`src/sfspi_pkg.sv`:
```
// sfspi_pkg: constants and types of the serial flash interface front end.
// assumes one 250 MHz clock; all pins are sampled as synchronous inputs.
package sfspi_pkg;

   // ------------------------------------------------------------
   // instruction codes
   // ------------------------------------------------------------
   localparam logic [7:0] OP_WREN = 8'h06;
   localparam logic [7:0] OP_WRDI = 8'h04;
   localparam logic [7:0] OP_RDSR = 8'h05;
   localparam logic [7:0] OP_WRSR = 8'h01;
   localparam logic [7:0] OP_READ = 8'h03;
   localparam logic [7:0] OP_FAST = 8'h0b;
   localparam logic [7:0] OP_DOUT = 8'h3b;
   localparam logic [7:0] OP_DIO = 8'hbb;
   localparam logic [7:0] OP_QOUT = 8'h6b;
   localparam logic [7:0] OP_QIO = 8'heb;
   localparam logic [7:0] OP_PROG = 8'h02;
   localparam logic [7:0] OP_SE4 = 8'h20;
   localparam logic [7:0] OP_BE32 = 8'h52;
   localparam logic [7:0] OP_BE64 = 8'hd8;
   localparam logic [7:0] OP_CE = 8'hc7;
   localparam logic [7:0] OP_PDOWN = 8'hb9;
   localparam logic [7:0] OP_RPD = 8'hab;

   // ------------------------------------------------------------
   // widths, lanes, timing
   // ------------------------------------------------------------
   localparam int ADDR_W = 24;
   localparam int ARRAY_W = 19;
   localparam logic [18:0] ARRAY_BYTES = 19'h40000;
   localparam logic [18:0] SECTOR_BYTES = 19'h01000;
   localparam logic [18:0] BLOCK_BYTES = 19'h10000;
   localparam logic [4:0] ADDR_BITS = 5'h18;
   localparam logic [4:0] BYTE_BITS = 5'h08;
   localparam logic [2:0] LANE_X1 = 3'h1;
   localparam logic [2:0] LANE_X2 = 3'h2;
   localparam logic [2:0] LANE_X4 = 3'h4;
   localparam logic [3:0] DUMMY_NONE = 4'h0;
   localparam logic [3:0] DUMMY_FAST = 4'h8;
   localparam logic [3:0] DUMMY_DIO = 4'h4;
   localparam logic [3:0] DUMMY_QIO = 4'h6;
   localparam int BUSY_POS = 0;
   localparam int WEN_POS = 1;
   localparam int CLK_MHZ = 250;
   localparam int PUW_DELAY_US = 10;
   localparam int PUW_CYCLES = PUW_DELAY_US * CLK_MHZ;
   localparam int PUW_W = 16;

   // ------------------------------------------------------------
   // types
   // ------------------------------------------------------------
   typedef enum logic [2:0] {
      ST_CMD = 3'b000,
      ST_ADDR = 3'b001,
      ST_DUMMY = 3'b010,
      ST_WDATA = 3'b011,
      ST_RDATA = 3'b100,
      ST_DONE = 3'b101,
      ST_SKIP = 3'b110
   } sfspi_state_type;

   typedef enum logic [2:0] {
      K_NONE = 3'b000,
      K_CTRL = 3'b001,
      K_READ = 3'b010,
      K_STAT = 3'b011,
      K_WSTAT = 3'b100,
      K_PROG = 3'b101,
      K_ERASE = 3'b110
   } sfspi_kind_type;

   typedef struct packed {
      sfspi_kind_type kind;
      logic [2:0] aLanes;
      logic [3:0] dummy;
      logic [2:0] dLanes;
      logic needWen;
      logic needQuad;
   } sfspi_opinfo_type;

   typedef struct packed {
      logic complement;
      logic granularity;
      logic topBottom;
      logic [2:0] range;
   } sfspi_prot_type;

   typedef struct packed {
      logic valid;
      logic [7:0] opcode;
      logic [23:0] addr;
      logic [7:0] data;
   } sfspi_cmd_type;

endpackage : sfspi_pkg

```
`src/sfspi_front.sv`:
```
// sfspi_front: serial flash link front end, instruction shifting and write gating.
// assumes an array engine outside that reads combinationally at readAddr,
// executes cmd pulses, raises busy while working and pulses opDone at the end.
// Functional notes
// - single-line instruction, address and write bits are taken on clock rises
// - read and status bits are driven out on clock falls
// - clock modes 0 and 3 both work; only those two are used
// - dual read instructions move two bits per clock on IO0 and IO1
// - quad read instructions move four bits per clock on IO0 to IO3
// - quad instructions need the quad enable bit set first
// - pause works only while the quad enable bit is clear, ignored whenever it is set
// - pause begins on pin fall with clock low, else after next clock fall
// - pause ends on pin rise with clock low, else after next clock fall
// - while paused, output floats and clock and input are ignored
// - pause keeps the partial instruction and buffered data intact
// - during power-on reset nothing runs and nothing is decoded
// - after reset, write-type instructions are refused for a power-up delay
// - after power-up the write enable latch is clear
// - program, erase and status write need the write enable latch set
// - the latch clears when any program, erase or status write completes
// - protect settings can make one sector up to the whole array read only
// - write-protect pin and status protect settings gate status writes
// - in power-down only the release instruction is obeyed
// - with quad enable clear, status protect set and write-protect pin low refuse status writes
// - deselected, every data output floats
module sfspi_front
   import sfspi_pkg::*;
#(
   parameter int PUW_COUNT = PUW_CYCLES
)
(
   input wire logic mclk,
   input wire logic rst_b,
   input wire logic sclk,
   input wire logic csN,
   input wire logic [3:0] ioIn,
   output logic [3:0] ioOut,
   output logic [3:0] ioOe,
   input wire logic quadEnable,
   input wire logic statusProtectBit,
   input wire logic statusLockBit,
   input wire sfspi_prot_type prot,
   input wire logic busy,
   input wire logic opDone,
   input wire logic [7:0] readData,
   output logic [ADDR_W-1:0] readAddr,
   output logic [7:0] wrByte,
   output logic wrByteValid,
   output sfspi_cmd_type cmd,
   output logic writeEnableLatch,
   output logic poweredDown,
   output logic writeInhibit,
   output logic paused
);

   // ------------------------------------------------------------
   // helpers
   // ------------------------------------------------------------
   function automatic sfspi_opinfo_type decodeOp(input logic [7:0] op);
      sfspi_opinfo_type r;
      r = '{kind: K_NONE, aLanes: LANE_X1, dummy: DUMMY_NONE, dLanes: LANE_X1,
         needWen: 1'b0, needQuad: 1'b0};
      case (op)
         OP_WREN, OP_WRDI, OP_PDOWN, OP_RPD: r.kind = K_CTRL;
         OP_RDSR: r.kind = K_STAT;
         OP_WRSR: begin
            r.kind = K_WSTAT;
            r.needWen = 1'b1;
         end
         OP_READ: r.kind = K_READ;
         OP_FAST: begin
            r.kind = K_READ;
            r.dummy = DUMMY_FAST;
         end
         OP_DOUT: begin
            r.kind = K_READ;
            r.dummy = DUMMY_FAST;
            r.dLanes = LANE_X2;
         end
         OP_DIO: begin
            r.kind = K_READ;
            r.aLanes = LANE_X2;
            r.dummy = DUMMY_DIO;
            r.dLanes = LANE_X2;
         end
         OP_QOUT: begin
            r.kind = K_READ;
            r.dummy = DUMMY_FAST;
            r.dLanes = LANE_X4;
            r.needQuad = 1'b1;
         end
         OP_QIO: begin
            r.kind = K_READ;
            r.aLanes = LANE_X4;
            r.dummy = DUMMY_QIO;
            r.dLanes = LANE_X4;
            r.needQuad = 1'b1;
         end
         OP_PROG: begin
            r.kind = K_PROG;
            r.needWen = 1'b1;
         end
         OP_SE4, OP_BE32, OP_BE64, OP_CE: begin
            r.kind = K_ERASE;
            r.needWen = 1'b1;
         end
         default: r.kind = K_NONE;
      endcase
      return r;
   endfunction : decodeOp

   // most significant bit arrives first, so new bits enter at the bottom
   function automatic logic [31:0] shiftIn(input logic [31:0] sh, input logic [3:0] io,
      input logic [2:0] lanes);
      case (lanes)
         LANE_X2: return {sh[29:0], io[1:0]};
         LANE_X4: return {sh[27:0], io};
         default: return {sh[30:0], io[0]};
      endcase
   endfunction : shiftIn

   function automatic logic [3:0] laneOut(input logic [7:0] b, input logic [2:0] lanes);
      case (lanes)
         LANE_X2: return {2'b00, b[7:6]};
         LANE_X4: return b[7:4];
         default: return {2'b00, b[7], 1'b0};
      endcase
   endfunction : laneOut

   function automatic logic [3:0] laneMask(input logic [2:0] lanes);
      case (lanes)
         LANE_X2: return 4'h3;
         LANE_X4: return 4'hf;
         default: return 4'h2;
      endcase
   endfunction : laneMask

   // ------------------------------------------------------------
   // state
   // ------------------------------------------------------------
   typedef struct packed {
      sfspi_state_type st;
      sfspi_opinfo_type info;
      logic [7:0] op;
      logic [4:0] cnt;
      logic [31:0] sh;
      logic [ADDR_W-1:0] addr;
      logic [7:0] outSh;
      logic [2:0] outCnt;
      logic gotByte;
      logic [7:0] stData;
      logic sclkPrev;
      logic csPrev;
      logic wen;
      logic pd;
      logic [PUW_W-1:0] puw;
      logic inhibit;
      logic [3:0] ioOut;
      logic [3:0] ioOe;
      logic [7:0] wrByte;
      logic wrValid;
      sfspi_cmd_type cmd;
   } sfspi_front_type;

   localparam sfspi_front_type RESET_S = '{
      st: ST_CMD,
      info: '{kind: K_NONE, aLanes: LANE_X1, dummy: DUMMY_NONE, dLanes: LANE_X1,
         needWen: 1'b0, needQuad: 1'b0},
      op: 8'h00, cnt: 5'h00, sh: 32'h0, addr: 24'h0, outSh: 8'h00, outCnt: 3'h0,
      gotByte: 1'b0, stData: 8'h00, sclkPrev: 1'b0, csPrev: 1'b1,
      wen: 1'b0,
      pd: 1'b0, puw: PUW_COUNT[PUW_W-1:0], inhibit: 1'b1,
      ioOut: 4'h0, ioOe: 4'h0, wrByte: 8'h00, wrValid: 1'b0,
      cmd: '{valid: 1'b0, opcode: 8'h00, addr: 24'h0, data: 8'h00}};

   sfspi_front_type s;
   sfspi_front_type next_s;
   sfspi_opinfo_type info;
   logic holdPaused;
   logic protHit;
   logic protAny;
   logic wpN;
   logic rise;
   logic fall;
   logic deselect;
   logic [31:0] shNext;
   logic [4:0] cntNext;
   logic [7:0] outByte;
   logic [7:0] statusByte;
   logic statusWriteOk;

   // ------------------------------------------------------------
   // pause and protection
   // ------------------------------------------------------------
   sfspi_hold u_hold (
      .mclk(mclk),
      .rst_b(rst_b),
      .sclk(sclk),
      .csN(csN),
      .holdN(ioIn[3]),
      .enable(!quadEnable),
      .paused(holdPaused)
   );

   sfspi_protect u_protect (
      .addr(s.addr[ARRAY_W-1:0]),
      .prot(prot),
      .hit(protHit),
      .anyHit(protAny)
   );

   // ------------------------------------------------------------
   // next state
   // ------------------------------------------------------------
   always_comb begin
      next_s = s;
      info = decodeOp(s.sh[7:0]);
      wpN = quadEnable | ioIn[2];
      // paused: clock and data pins are ignored, state is frozen
      rise = sclk && !s.sclkPrev && !csN && !holdPaused;
      fall = !sclk && s.sclkPrev && !csN && !holdPaused;
      deselect = csN && !s.csPrev;
      shNext = shiftIn(s.sh, ioIn, (s.st == ST_ADDR) ? s.info.aLanes : LANE_X1);
      cntNext = s.cnt + ((s.st == ST_ADDR) ? {2'b00, s.info.aLanes} : 5'h01);
      statusByte = {statusProtectBit, prot.granularity, prot.topBottom, prot.range,
         s.wen, busy};
      statusWriteOk = !statusLockBit && !(statusProtectBit && !wpN);
      outByte = (s.outCnt == 3'h0) ?
         ((s.info.kind == K_STAT) ? statusByte : readData) : s.outSh;

      next_s.sclkPrev = sclk;
      next_s.csPrev = csN;
      next_s.wrValid = 1'b0;
      next_s.cmd.valid = 1'b0;
      if (s.puw != '0) begin
         next_s.puw = s.puw - 1'b1;
      end
      next_s.inhibit = (next_s.puw != '0);
      if (opDone) begin
         next_s.wen = 1'b0;
      end

      if (csN) begin
         next_s.ioOe = 4'h0;
      end else if (holdPaused) begin
         next_s.ioOe = 4'h0;
      end

      case (s.st)
         ST_CMD: begin
            if (rise) begin
               next_s.sh = shNext;
               next_s.cnt = cntNext;
               if (cntNext == BYTE_BITS) begin
                  next_s.cnt = 5'h00;
                  next_s.op = shNext[7:0];
                  next_s.info = decodeOp(shNext[7:0]);
                  info = decodeOp(shNext[7:0]);
                  next_s.gotByte = 1'b0;
                  next_s.outCnt = 3'h0;
                  if (s.pd && shNext[7:0] != OP_RPD) begin
                     next_s.st = ST_SKIP;
                  end else if (busy && shNext[7:0] != OP_RDSR) begin
                     next_s.st = ST_SKIP;
                  end else if (info.kind == K_NONE) begin
                     next_s.st = ST_SKIP;
                  end else if (info.needQuad && !quadEnable) begin
                     next_s.st = ST_SKIP;
                  end else if ((info.needWen && !s.wen) || (s.puw != '0 &&
                     (info.needWen || shNext[7:0] == OP_WREN))) begin
                     next_s.st = ST_SKIP;
                  end else begin
                     case (info.kind)
                        K_STAT: begin
                           next_s.st = ST_RDATA;
                           next_s.info.dLanes = LANE_X1;
                        end
                        K_WSTAT: next_s.st = ST_WDATA;
                        K_READ, K_PROG: next_s.st = ST_ADDR;
                        K_ERASE: next_s.st = (shNext[7:0] == OP_CE) ? ST_DONE : ST_ADDR;
                        default: next_s.st = ST_DONE;
                     endcase
                  end
               end
            end
         end
         ST_ADDR: begin
            if (rise) begin
               next_s.sh = shNext;
               next_s.cnt = cntNext;
               if (cntNext == ADDR_BITS) begin
                  next_s.cnt = 5'h00;
                  next_s.addr = shNext[ADDR_W-1:0];
                  if (s.info.kind == K_PROG) begin
                     next_s.st = ST_WDATA;
                  end else if (s.info.kind == K_ERASE) begin
                     next_s.st = ST_DONE;
                  end else if (s.info.dummy != DUMMY_NONE) begin
                     next_s.st = ST_DUMMY;
                  end else begin
                     next_s.st = ST_RDATA;
                  end
               end
            end
         end
         ST_DUMMY: begin
            if (rise) begin
               next_s.cnt = cntNext;
               if (cntNext[3:0] == s.info.dummy) begin
                  next_s.cnt = 5'h00;
                  next_s.st = ST_RDATA;
               end
            end
         end
         ST_WDATA: begin
            if (rise) begin
               next_s.sh = shNext;
               next_s.cnt = cntNext;
               if (cntNext == BYTE_BITS) begin
                  next_s.cnt = 5'h00;
                  next_s.gotByte = 1'b1;
                  if (s.info.kind == K_WSTAT) begin
                     next_s.stData = shNext[7:0];
                  end else if (s.gotByte) begin
                     // program data wraps within the 256-byte page
                     next_s.addr[7:0] = s.addr[7:0] + 8'h01;
                  end
                  if (s.info.kind == K_PROG) begin
                     next_s.wrByte = shNext[7:0];
                     next_s.wrValid = 1'b1;
                  end
               end
            end
         end
         ST_RDATA: begin
            if (fall) begin
               next_s.ioOut = laneOut(outByte, s.info.dLanes);
               next_s.ioOe = laneMask(s.info.dLanes);
               next_s.outSh = outByte << s.info.dLanes;
               next_s.outCnt = s.outCnt + s.info.dLanes;
               if (s.outCnt + s.info.dLanes == 3'h0 && s.info.kind == K_READ) begin
                  next_s.addr = s.addr + 24'h1; // byte fully sent
               end
            end
         end
         ST_DONE, ST_SKIP: begin
            // extra clocks after a complete or refused instruction carry no meaning
         end
         default: next_s.st = ST_CMD;
      endcase

      // ------------------------------------------------------------
      // execution on deselect; incomplete instructions are dropped
      // ------------------------------------------------------------
      if (deselect) begin
         next_s.st = ST_CMD;
         next_s.cnt = 5'h00;
         next_s.sh = 32'h0;
         next_s.outCnt = 3'h0;
         next_s.ioOe = 4'h0;
         if (s.st == ST_DONE && s.op == OP_WREN) begin
            next_s.wen = 1'b1;
         end else if (s.st == ST_DONE && s.op == OP_WRDI) begin
            next_s.wen = 1'b0;
         end else if (s.st == ST_DONE && s.op == OP_PDOWN) begin
            next_s.pd = 1'b1;
         end else if (s.st == ST_DONE && s.op == OP_RPD) begin
            next_s.pd = 1'b0;
         end else if ((s.st == ST_DONE && s.info.kind == K_ERASE &&
            !((s.op == OP_CE) ? protAny : protHit)) ||
            (s.st == ST_WDATA && s.cnt == 5'h00 && s.gotByte &&
            ((s.info.kind == K_PROG && !protHit) ||
            (s.info.kind == K_WSTAT && statusWriteOk)))) begin
            next_s.cmd = '{valid: 1'b1, opcode: s.op, addr: s.addr, data: s.stData};
         end
      end
   end

   // ------------------------------------------------------------
   // registers
   // ------------------------------------------------------------
   always_ff @(posedge mclk) begin
      if (!rst_b) begin
         s <= RESET_S;
      end else begin
         s <= next_s;
      end
   end

   assign ioOut = s.ioOut;
   assign ioOe = s.ioOe;
   assign readAddr = s.addr;
   assign wrByte = s.wrByte;
   assign wrByteValid = s.wrValid;
   assign cmd = s.cmd;
   assign writeEnableLatch = s.wen;
   assign poweredDown = s.pd;
   assign writeInhibit = s.inhibit;
   assign paused = holdPaused;

endmodule : sfspi_front

```
`src/sfspi_hold.sv`:
```
// sfspi_hold: pause tracking for the serial link.
// assumes serial clock and pause pin sampled as synchronous inputs.
module sfspi_hold
   import sfspi_pkg::*;
(
   input wire logic mclk,
   input wire logic rst_b,
   input wire logic sclk,
   input wire logic csN,
   input wire logic holdN,
   input wire logic enable,
   output logic paused
);

   typedef struct packed {
      logic paused;
      logic holdPrev;
      logic sclkPrev;
   } sfspi_hold_type;

   sfspi_hold_type s;
   sfspi_hold_type next_s;

   always_comb begin
      next_s = s;
      next_s.holdPrev = holdN;
      next_s.sclkPrev = sclk;
      if (csN || !enable) begin
         // deselect drops the pause together with the instruction
         next_s.paused = 1'b0;
      end else if (!sclk && ((holdN != s.holdPrev) || s.sclkPrev)) begin
         // pin edge while clock low, or first low sample after a fall
         next_s.paused = !holdN;
      end
   end

   always_ff @(posedge mclk) begin
      if (!rst_b) begin
         s <= '{paused: 1'b0, holdPrev: 1'b1, sclkPrev: 1'b0};
      end else begin
         s <= next_s;
      end
   end

   assign paused = s.paused;

endmodule : sfspi_hold

```
`src/sfspi_protect.sv`:
```
// sfspi_protect: array protection lookup from the block protect settings.
// purely combinational; the caller registers its results.
module sfspi_protect
   import sfspi_pkg::*;
(
   input wire logic [ARRAY_W-1:0] addr,
   input wire sfspi_prot_type prot,
   output logic hit,
   output logic anyHit
);

   logic [ARRAY_W-1:0] span;
   logic inRange;

   always_comb begin
      span = '0;
      if (prot.range != 3'h0) begin
         if (prot.granularity) begin
            // sector granularity stops at eight sectors
            span = (prot.range > 3'h3) ? (SECTOR_BYTES << 3) :
               (SECTOR_BYTES << (prot.range - 3'h1));
         end else begin
            span = (prot.range > 3'h2) ? ARRAY_BYTES :
               (BLOCK_BYTES << (prot.range - 3'h1));
         end
      end
      if (prot.topBottom) begin
         inRange = addr < span;
      end else begin
         inRange = addr >= (ARRAY_BYTES - span);
      end
      hit = inRange ^ prot.complement;
      anyHit = prot.complement ? (span != ARRAY_BYTES) : (span != '0);
   end

endmodule : sfspi_protect

```
`config.mk`:
```
export PLATFORM = sky130hd
export DESIGN_NAME = sfspi_front
export DESIGN_NICKNAME = d
export VERILOG_FILES = /design/src/sfspi_pkg.sv /design/src/sfspi_front.sv /design/src/sfspi_hold.sv /design/src/sfspi_protect.sv
export SDC_FILE = /design/constraint.sdc
export NUM_CORES = 1
export LEC_CHECK = 0
export ABC_CLOCK_PERIOD_IN_PS = 5400
export BUFFER_PORTS_ARGS = -buffer_cell sky130_fd_sc_hd__buf_2
export CAP_MARGIN = 25
export CORE_ASPECT_RATIO = 1.4
export CORE_MARGIN = 2
export CORE_UTILIZATION = 60
export CTS_BUF_LIST = sky130_fd_sc_hd__clkbuf_8 sky130_fd_sc_hd__clkbuf_16
export CTS_CLUSTER_SIZE = 40
export DETAILED_ROUTE_END_ITERATION = 6
export PLACE_DENSITY = 0.81
export SLEW_MARGIN = 40
export SYNTH_ARGS = -nofsm -noshare
export SYNTH_HDL_FRONTEND = slang
export SYNTH_SLANG_ARGS = --single-unit
```
`constraint.sdc`:
```
create_clock -name mclk -period 5.4 [get_ports mclk]
set_input_delay 1.08 -clock mclk [delete_from_list [all_inputs] [get_ports mclk]]
set_output_delay 1.08 -clock mclk [all_outputs]
set_load 0.005 [all_outputs]
```
Word-level counts from Yosys, hierarchy flattened
Cells that the tools add are included.
{"block": "classes", "n_lt_le_gt_ge": 4, "reduce_logical": 89, "bitwise_logic": 9, "n_eq_ne": 61, "mux": 91, "mul": 0, "shifts": 3, "div_mod_pow": 0, "addsub": 7}
{"cell": "one-hot mux 31 bit (3 select lines)", "count": 1}
{"cell": "two-way mux 19 bit", "count": 4}
{"cell": "equality test 8 bit (second input constant)", "count": 9}
{"cell": "two-way mux 3 bit", "count": 24}
{"cell": "one-hot mux 32 bit (2 select lines)", "count": 1}
{"cell": "two-way mux 63 bit", "count": 1}
{"cell": "two-way mux 61 bit", "count": 1}
{"cell": "two-way mux 8 bit", "count": 7}
{"cell": "two-way mux 24 bit", "count": 2}
{"cell": "two-way mux 41 bit", "count": 1}
{"cell": "equality test 8 x 3 -> 1 bit (second input constant)", "count": 5}
{"cell": "two-way mux 37 bit", "count": 1}
{"cell": "two-way mux 35 bit", "count": 1}
{"cell": "equality test 3 bit (second input constant)", "count": 11}
{"cell": "one-hot mux 16 bit (2 select lines)", "count": 1}
{"cell": "nonzero test 16 bit", "count": 2}
{"cell": "two-way mux 31 bit", "count": 1}
{"cell": "logical AND 1 bit", "count": 27}
{"cell": "adder 24 x 1 -> 24 bit (second input constant)", "count": 1}
{"cell": "equality test 3 x 2 -> 1 bit (second input constant)", "count": 8}
{"cell": "two-way mux 4 bit", "count": 6}
{"cell": "one-hot mux 3 bit (4 select lines)", "count": 2}
{"cell": "one-hot mux 8 bit (3 select lines)", "count": 1}
{"cell": "AND reduction 4 bit", "count": 6}
{"cell": "59 further kinds", "count": 140}
{"block": "word_totals", "latchBits": 0, "input_bits": 27, "mem_bits_ro": 0, "ff_bits": 187, "output_inout_bits": 86, "n_memories": 0, "elab_cells": 296, "mem_bits_rw": 0}

Longest topological paths before layout
{"block": "logic_depth", "ltp_word": 21, "depth_mapped": 16, "ltp_nobuf": 14}

By module
Synthesis repeated with hierarchy kept, for this count alone.
{"block": "unflattened", "cells_unflattened": 1330, "area_unflattened_um2": 10712.8}
{"module": "sfspi_front", "seq_area_each_um2": 3483.3, "area_per_inst_um2": 10127.2, "cells_each": 1256, "n_inst": 1}
{"module": "sfspi_protect", "seq_area_each_um2": 0.0, "area_per_inst_um2": 478.0, "cells_each": 62, "n_inst": 1}
{"module": "sfspi_hold", "seq_area_each_um2": 60.1, "area_per_inst_um2": 107.6, "cells_each": 12, "n_inst": 1}

Worst setup path after synthesis
No wires, ideal clock.
{"block": "synth_timing", "path_kind": "input-to-reg", "startpoint": "in prot[1] (netlist bit)", "endpoint": "reg s (netlist bit cmd[31])", "setup_ps": 128, "cell_stages": 12, "setup_slack_ps": 1103, "t_required_ps": 5272, "path_buffers": 2, "t_arrival_ps": 4169, "cell_sequence": "clkbuf_1 > or4b_2 > ha_1 > a211o_1 > a311oi_1 > a21o_1 > o21ai_0 > a21o_1 > a31oi_1 > clkbuf_1 > mux2i_1 > nor2_1"}
{"block": "synth_via", "elab_chain_cells": 15, "elab_cells_between_ends": 27, "cone_classes": "2 x add/sub; 4 x order compare; 1 x eq/ne; 2 x shift; 7 x mux; 1 x bitwise; 10 x reduce/logical"}
{"element": "from (decl)", "line_no": "sfspi_front.sv:42", "text": "input wire sfspi_prot_type prot,"}
{"element": "subtractor 3 x 1 -> 3 bit", "line_no": "sfspi_protect.sv:21, sfspi_protect.sv:24"}
{"element": "left shift 17 x 3 -> 19 bit or left shift 13 x 3 -> 19 bit (tied branches)", "line_no": "sfspi_protect.sv:24, sfspi_protect.sv:21"}
{"element": "two-way mux 19 bit (on tied branches)", "line_no": "sfspi_protect.sv:23, sfspi_protect.sv:20"}
{"element": "two-way mux 19 bit", "line_no": "sfspi_protect.sv:18", "text": "if (prot.granularity) begin"}
{"element": "two-way mux 19 bit *", "line_no": "sfspi_protect.sv:17", "text": "if (prot.range != 3'h0) begin"}
{"element": "subtractor 19 bit", "line_no": "sfspi_protect.sv:30", "text": "inRange = addr >= (ARRAY_BYTES - span);"}
{"element": "greater-or-equal comparator 19 bit", "line_no": "sfspi_protect.sv:30"}
{"element": "two-way mux 1 bit", "line_no": "sfspi_protect.sv:27", "text": "if (prot.topBottom) begin"}
{"element": "XOR 1 bit", "line_no": "sfspi_protect.sv:32", "text": "hit = inRange ^ prot.complement;"}
{"element": "zero test 1 bit", "line_no": "sfspi_front.sv:372", "text": "((s.info.kind == K_PROG && !protHit) ||"}
{"element": "logical AND 1 bit", "line_no": "sfspi_front.sv:372"}
{"element": "logical OR 1 bit", "line_no": "sfspi_front.sv:372"}
{"element": "logical AND 1 bit", "line_no": "sfspi_front.sv:371", "text": "(s.st == ST_WDATA && s.cnt == 5'h00 && s.gotByte &&"}
{"element": "logical OR 1 bit *", "line_no": "sfspi_front.sv:370", "text": "!((s.op == OP_CE) ? protAny : protHit)) ||"}
{"element": "AND reduction 6 bit (no line) *"}
{"element": "to (signal assigned)", "line_no": "sfspi_front.sv:386", "text": "s <= next_s;"}
{"element": "to (decl)", "line_no": "sfspi_front.sv:176", "text": "sfspi_front_type s;"}
Every way passes the cells marked *; elsewhere a longest branch is shown, timed or not.
A chain may end at the register's enable or synchronous reset.

Worst setup path after layout
{"block": "layout_timing", "startpoint": "reg s[184] (netlist bit)", "endpoint": "reg s (netlist bit readAddr[0])"}
{"block": "layout_via", "elab_chain_cells": 6, "elab_cells_between_ends": 18, "cone_classes": "1 x add/sub; 13 x eq/ne; 2 x mux; 2 x reduce/logical"}
{"element": "equality test 3 x 1 -> 1 bit", "line_no": "sfspi_front.sv:224, sfspi_front.sv:249"}
{"element": "two-way mux 3 bit", "line_no": "sfspi_front.sv:224", "text": "cntNext = s.cnt + ((s.st == ST_ADDR) ? {2'b00, s.info.aLanes} : 5'h01);"}
{"element": "adder 5 x 3 -> 5 bit", "line_no": "sfspi_front.sv:224"}
{"element": "equality test 5 x 4 -> 1 bit or equality test 5 bit (tied branches)", "line_no": "sfspi_front.sv:319, sfspi_front.sv:291"}
{"element": "inequality test 2 bit (no line) or inequality test 2 x 1 -> 1 bit (tied branches)"}
{"element": "AND reduction 9 bit (no line)"}
Several ways; a longest one is shown, not always the timed one.

==> impl_metrics.env <==
export IMPL_reg2reg_to="readAddr[0]"
export IMPL_r2r_slack_ns=1.11
export IMPL_ctsRootBufferMaster="clkbuf_16"
export IMPL_dieWidth_um=116.4
export IMPL_dp_cells=1569
export IMPL_nets=1402
export IMPL_power_mw=2.709
export IMPL_initial_core_util_pct=61.26
export IMPL_postPlaceCellArea_mm2=0.01065
export IMPL_skew_ns=0.009373
export IMPL_cts_sinks=176
export IMPL_synth_nets=1428
export IMPL_final_setup_tns_ns=0
export IMPL_path_buf_inv=1
export IMPL_p_leak_nw=4.684
export IMPL_max_slew_worst_pin_slew_ns=0.9053
export IMPL_cp_required_ns=5.73
export IMPL_synth_area_top_cells="dfxtp_1 33%, nor2_1 7.3%, mux2i_1 6.8%, buf_4 5.8%, a21oi_1 5.7%"
export IMPL_min_path_cells=2
export IMPL_finalCritPeriodShare_pct=79.37
export IMPL_worstHoldEndpoint="ioOe[1]"
export IMPL_reg2reg_depth=13
export IMPL_min_from="ioOe[1]"
export IMPL_ys_types=81
export IMPL_htreeDepth=4
export IMPL_grt_antenna_before_repair=0
export IMPL_grt_max_degree=71
export IMPL_synthFlopType="dfxtp_1"
export IMPL_synth_area_leader_cell="dfxtp_1"
export IMPL_critPathCaptureType="flip-flop"
export IMPL_post_cts_buffers=0
export IMPL_finalSetupViolations=0
export IMPL_tritoncts="yes"
export IMPL_maxCapViolCount=0
export IMPL_start_kind="flip-flop"
export IMPL_async_flop_share_pct=0
export IMPL_layoutNonFillerInstCount=1602
export IMPL_wire_per_inst_um=18.74
export IMPL_critPathMaxFanout=14
export IMPL_pin_count=113
export IMPL_dp_hpwl_um=20900
export IMPL_hp_class="flip-flop to flip-flop"
export IMPL_worstSkewPairLatency_ns=0.45
export IMPL_crit_chain="inv_1 > nand2_1 > nor2_1 > and2_1 > ha_1 > nor2_1 > nor3_1 > xnor2_1 > nand2_1 > a211oi_1 > a21o_1 > o221ai_1 > and3_1"
export IMPL_grt_use_total_pct=32.07
export IMPL_cp_slowest_stage_delay_ns=0.71
export IMPL_ys_ff_latch=176
export IMPL_ctsResizeCount=0
export IMPL_clock_path_buffers=2
export IMPL_netlist_instances=1379
export IMPL_synth_edf_count=0
export IMPL_drt_iter0_drc=1153
export IMPL_final_area_mm2=0.01128
export IMPL_crit_type="flip-flop to flip-flop"
export IMPL_arrival_ns=4.62
export IMPL_syn_area_per_cell_um2=7.699
export IMPL_die_area_mm2=0.01879
export IMPL_status="finished, final reports clean"
export IMPL_grt_pass1_vias=9555
export IMPL_core_mm2=0.01733
export IMPL_fp_row_count=57
export IMPL_clkSlewWorstSetupHoldPaths_ns=0.07
export IMPL_io_buffers=112
export IMPL_drive_gt1_share_pct=14.13
export IMPL_relSlewSlack_pct=39.49
export IMPL_reg2reg_from="s[184]"
export IMPL_synth_yosys_warnings=0
export IMPL_cp_slowest_cell="dfxtp_1"
export IMPL_n_antenna_cell=0
export IMPL_hold_slack_ns=0.4613
export IMPL_area_delta_synth_final_pct=6.211
export IMPL_numCtsBuffers=17
export IMPL_synth_top_area_share_pct=33.19
export IMPL_drc=0
export IMPL_timing_hold_violations_final=0
export IMPL_overflow=0
export IMPL_ant_nets=0
export IMPL_yosysSeqAreaShare_pct=33.19
export IMPL_place_congestion=0.9333
export IMPL_avgViaCountPerCell=6.332
export IMPL_finalWirelength_um=30030
export IMPL_timing_fmax_ghz=0.2333
export IMPL_crit_family="simple AND/OR/NAND/NOR gates"
export IMPL_num_vias=10144
export IMPL_final_max_slew_viol_count=0
export IMPL_grt_pass1_wl_um=47750
export IMPL_cts_hold_buf=0
export IMPL_rsz0062_at_grt="false"
export IMPL_vdd_drop_max_mv=0.2269
export IMPL_period_minus_slack_ns=4.286
export IMPL_syn_cell_area_mm2=0.01062
export IMPL_power_density_mw_per_mm2=240.3
export IMPL_first_pass_iters=7
export IMPL_die_y_um=161.4
export IMPL_fillers=1485
==> worst max path at each step <==
stage          startpoint          end  slack [ns]  cells past startpoint
2_1_floorplan     prot[1]      cmd[31]        1.10                     12
3_3_place_gp      prot[4]      cmd[18]        1.04                     12
3_5_place_dp      prot[4]      cmd[23]        0.92                     12
4_1_cts            s[183]       s[183]        1.21                     11
5_1_grt            s[184]  readAddr[0]        0.90                     13
6_report           s[184]  readAddr[0]        1.11                     13
==> layout by cell type (no fill, tap or decap), types with 8 or more instances in the layout <==
master,instances
o21a_1,9
mux2i_1,72
nand2_1,129
dfxtp_1,175
o21ai_0,47
ha_1,21
o31ai_1,25
a21o_1,8
a31oi_1,13
or3_1,13
nand3b_1,11
nor2_1,206
clkbuf_16,17
and3_1,8
nand2b_1,31
a21oi_1,121
nand4_1,23
buf_4,12
xnor2_1,19
xor2_1,14
o22ai_1,14
inv_1,17
a211oi_1,24
or2_2,9
nor2b_1,8
nand3_1,39
nor3_1,41
buf_2,112
==> layout make-up <==
type,instances,area (um2),share of cell area [%]
inverter,20,78.83,0.6991
clock inverter,14,147.6,1.309
multi-input combinational,1012,6092,54.03
timing repair buffer,126,698.2,6.192
sequential,176,3525,31.26
tap,236,295.3,2.619
clock buffer,18,439.2,3.895
==> worst reg2reg max path, delay by kind of cell, from the launching register on <==
family          cells  cell delay (ns)
simple gates        7             1.30
fa+ha+maj           1             0.41
flops               1             0.71
xor+xnor            1             0.42
compound gates      3             1.04
buf+inv             1             0.30
==> state kept, by name, indices dropped and copies added (netlist names) <==
register and cells:
poweredDown 1, ioOe 4, cmd 41, u_hold.paused 1, wrByteValid 1, wrByte 8
s 88, u_hold.s 2, readAddr 24, writeEnableLatch 1, writeInhibit 1, ioOut 4
==> metal layers <==
layer / global-route usage (%) / wire [um]
met1: 36.15 / 11010
met2: 53.20 / 14680
met3: 6.079 / 1938
met4: 23.21 / 2401
met5: 0 / 0
==> kinds of logic (layout without fill, tap and decap cells) <==
group	count (synthesis)	after routing	synth area share [%]
simple gates	557	557	24.77
compound gates	322	322	19.27
buf+inv	191	178	9.841
flops	176	176	33.19
mux	77	77	7.448
xor+xnor	33	33	2.722
fa+ha+maj	23	23	2.758
==> report_power, final <==
group / internal [mW] / total (mW) / switching [mW] / leakage (nW)
registers: 1.31 / 1.32 / 0.0129 / 1.42
logic: 0.0564 / 0.175 / 0.119 / 2.98
clock network: 0.626 / 1.21 / 0.587 / 0.285
total: 1.99 / 2.71 / 0.719 / 4.68
==> per-stage QoR <==
stage               setup slack [ns]  util (%)
global placement               1.036     61.38
detailed placement            0.9184     61.43
global route                  0.9006     65.06
CTS                            1.205     64.81
finish                         1.114     65.06
floorplan                      1.103         -
==> cells in the mapped netlist (14+ instances only) <==
cell / instances
nand2b_1: 31
xnor2_1: 19
a211oi_1: 24
dfxtp_1: 176
ha_1: 21
nand3_1: 40
buf_4: 82
a21oi_1: 121
nand4_1: 23
nand2_1: 130
mux2i_1: 72
inv_1: 18
o31ai_1: 25
nor2_1: 207
clkbuf_1: 82
nor3_1: 41
o21ai_0: 48
o22ai_1: 14
a31oi_1: 14
xor2_1: 14
Power figures use the tool's default switching activity.
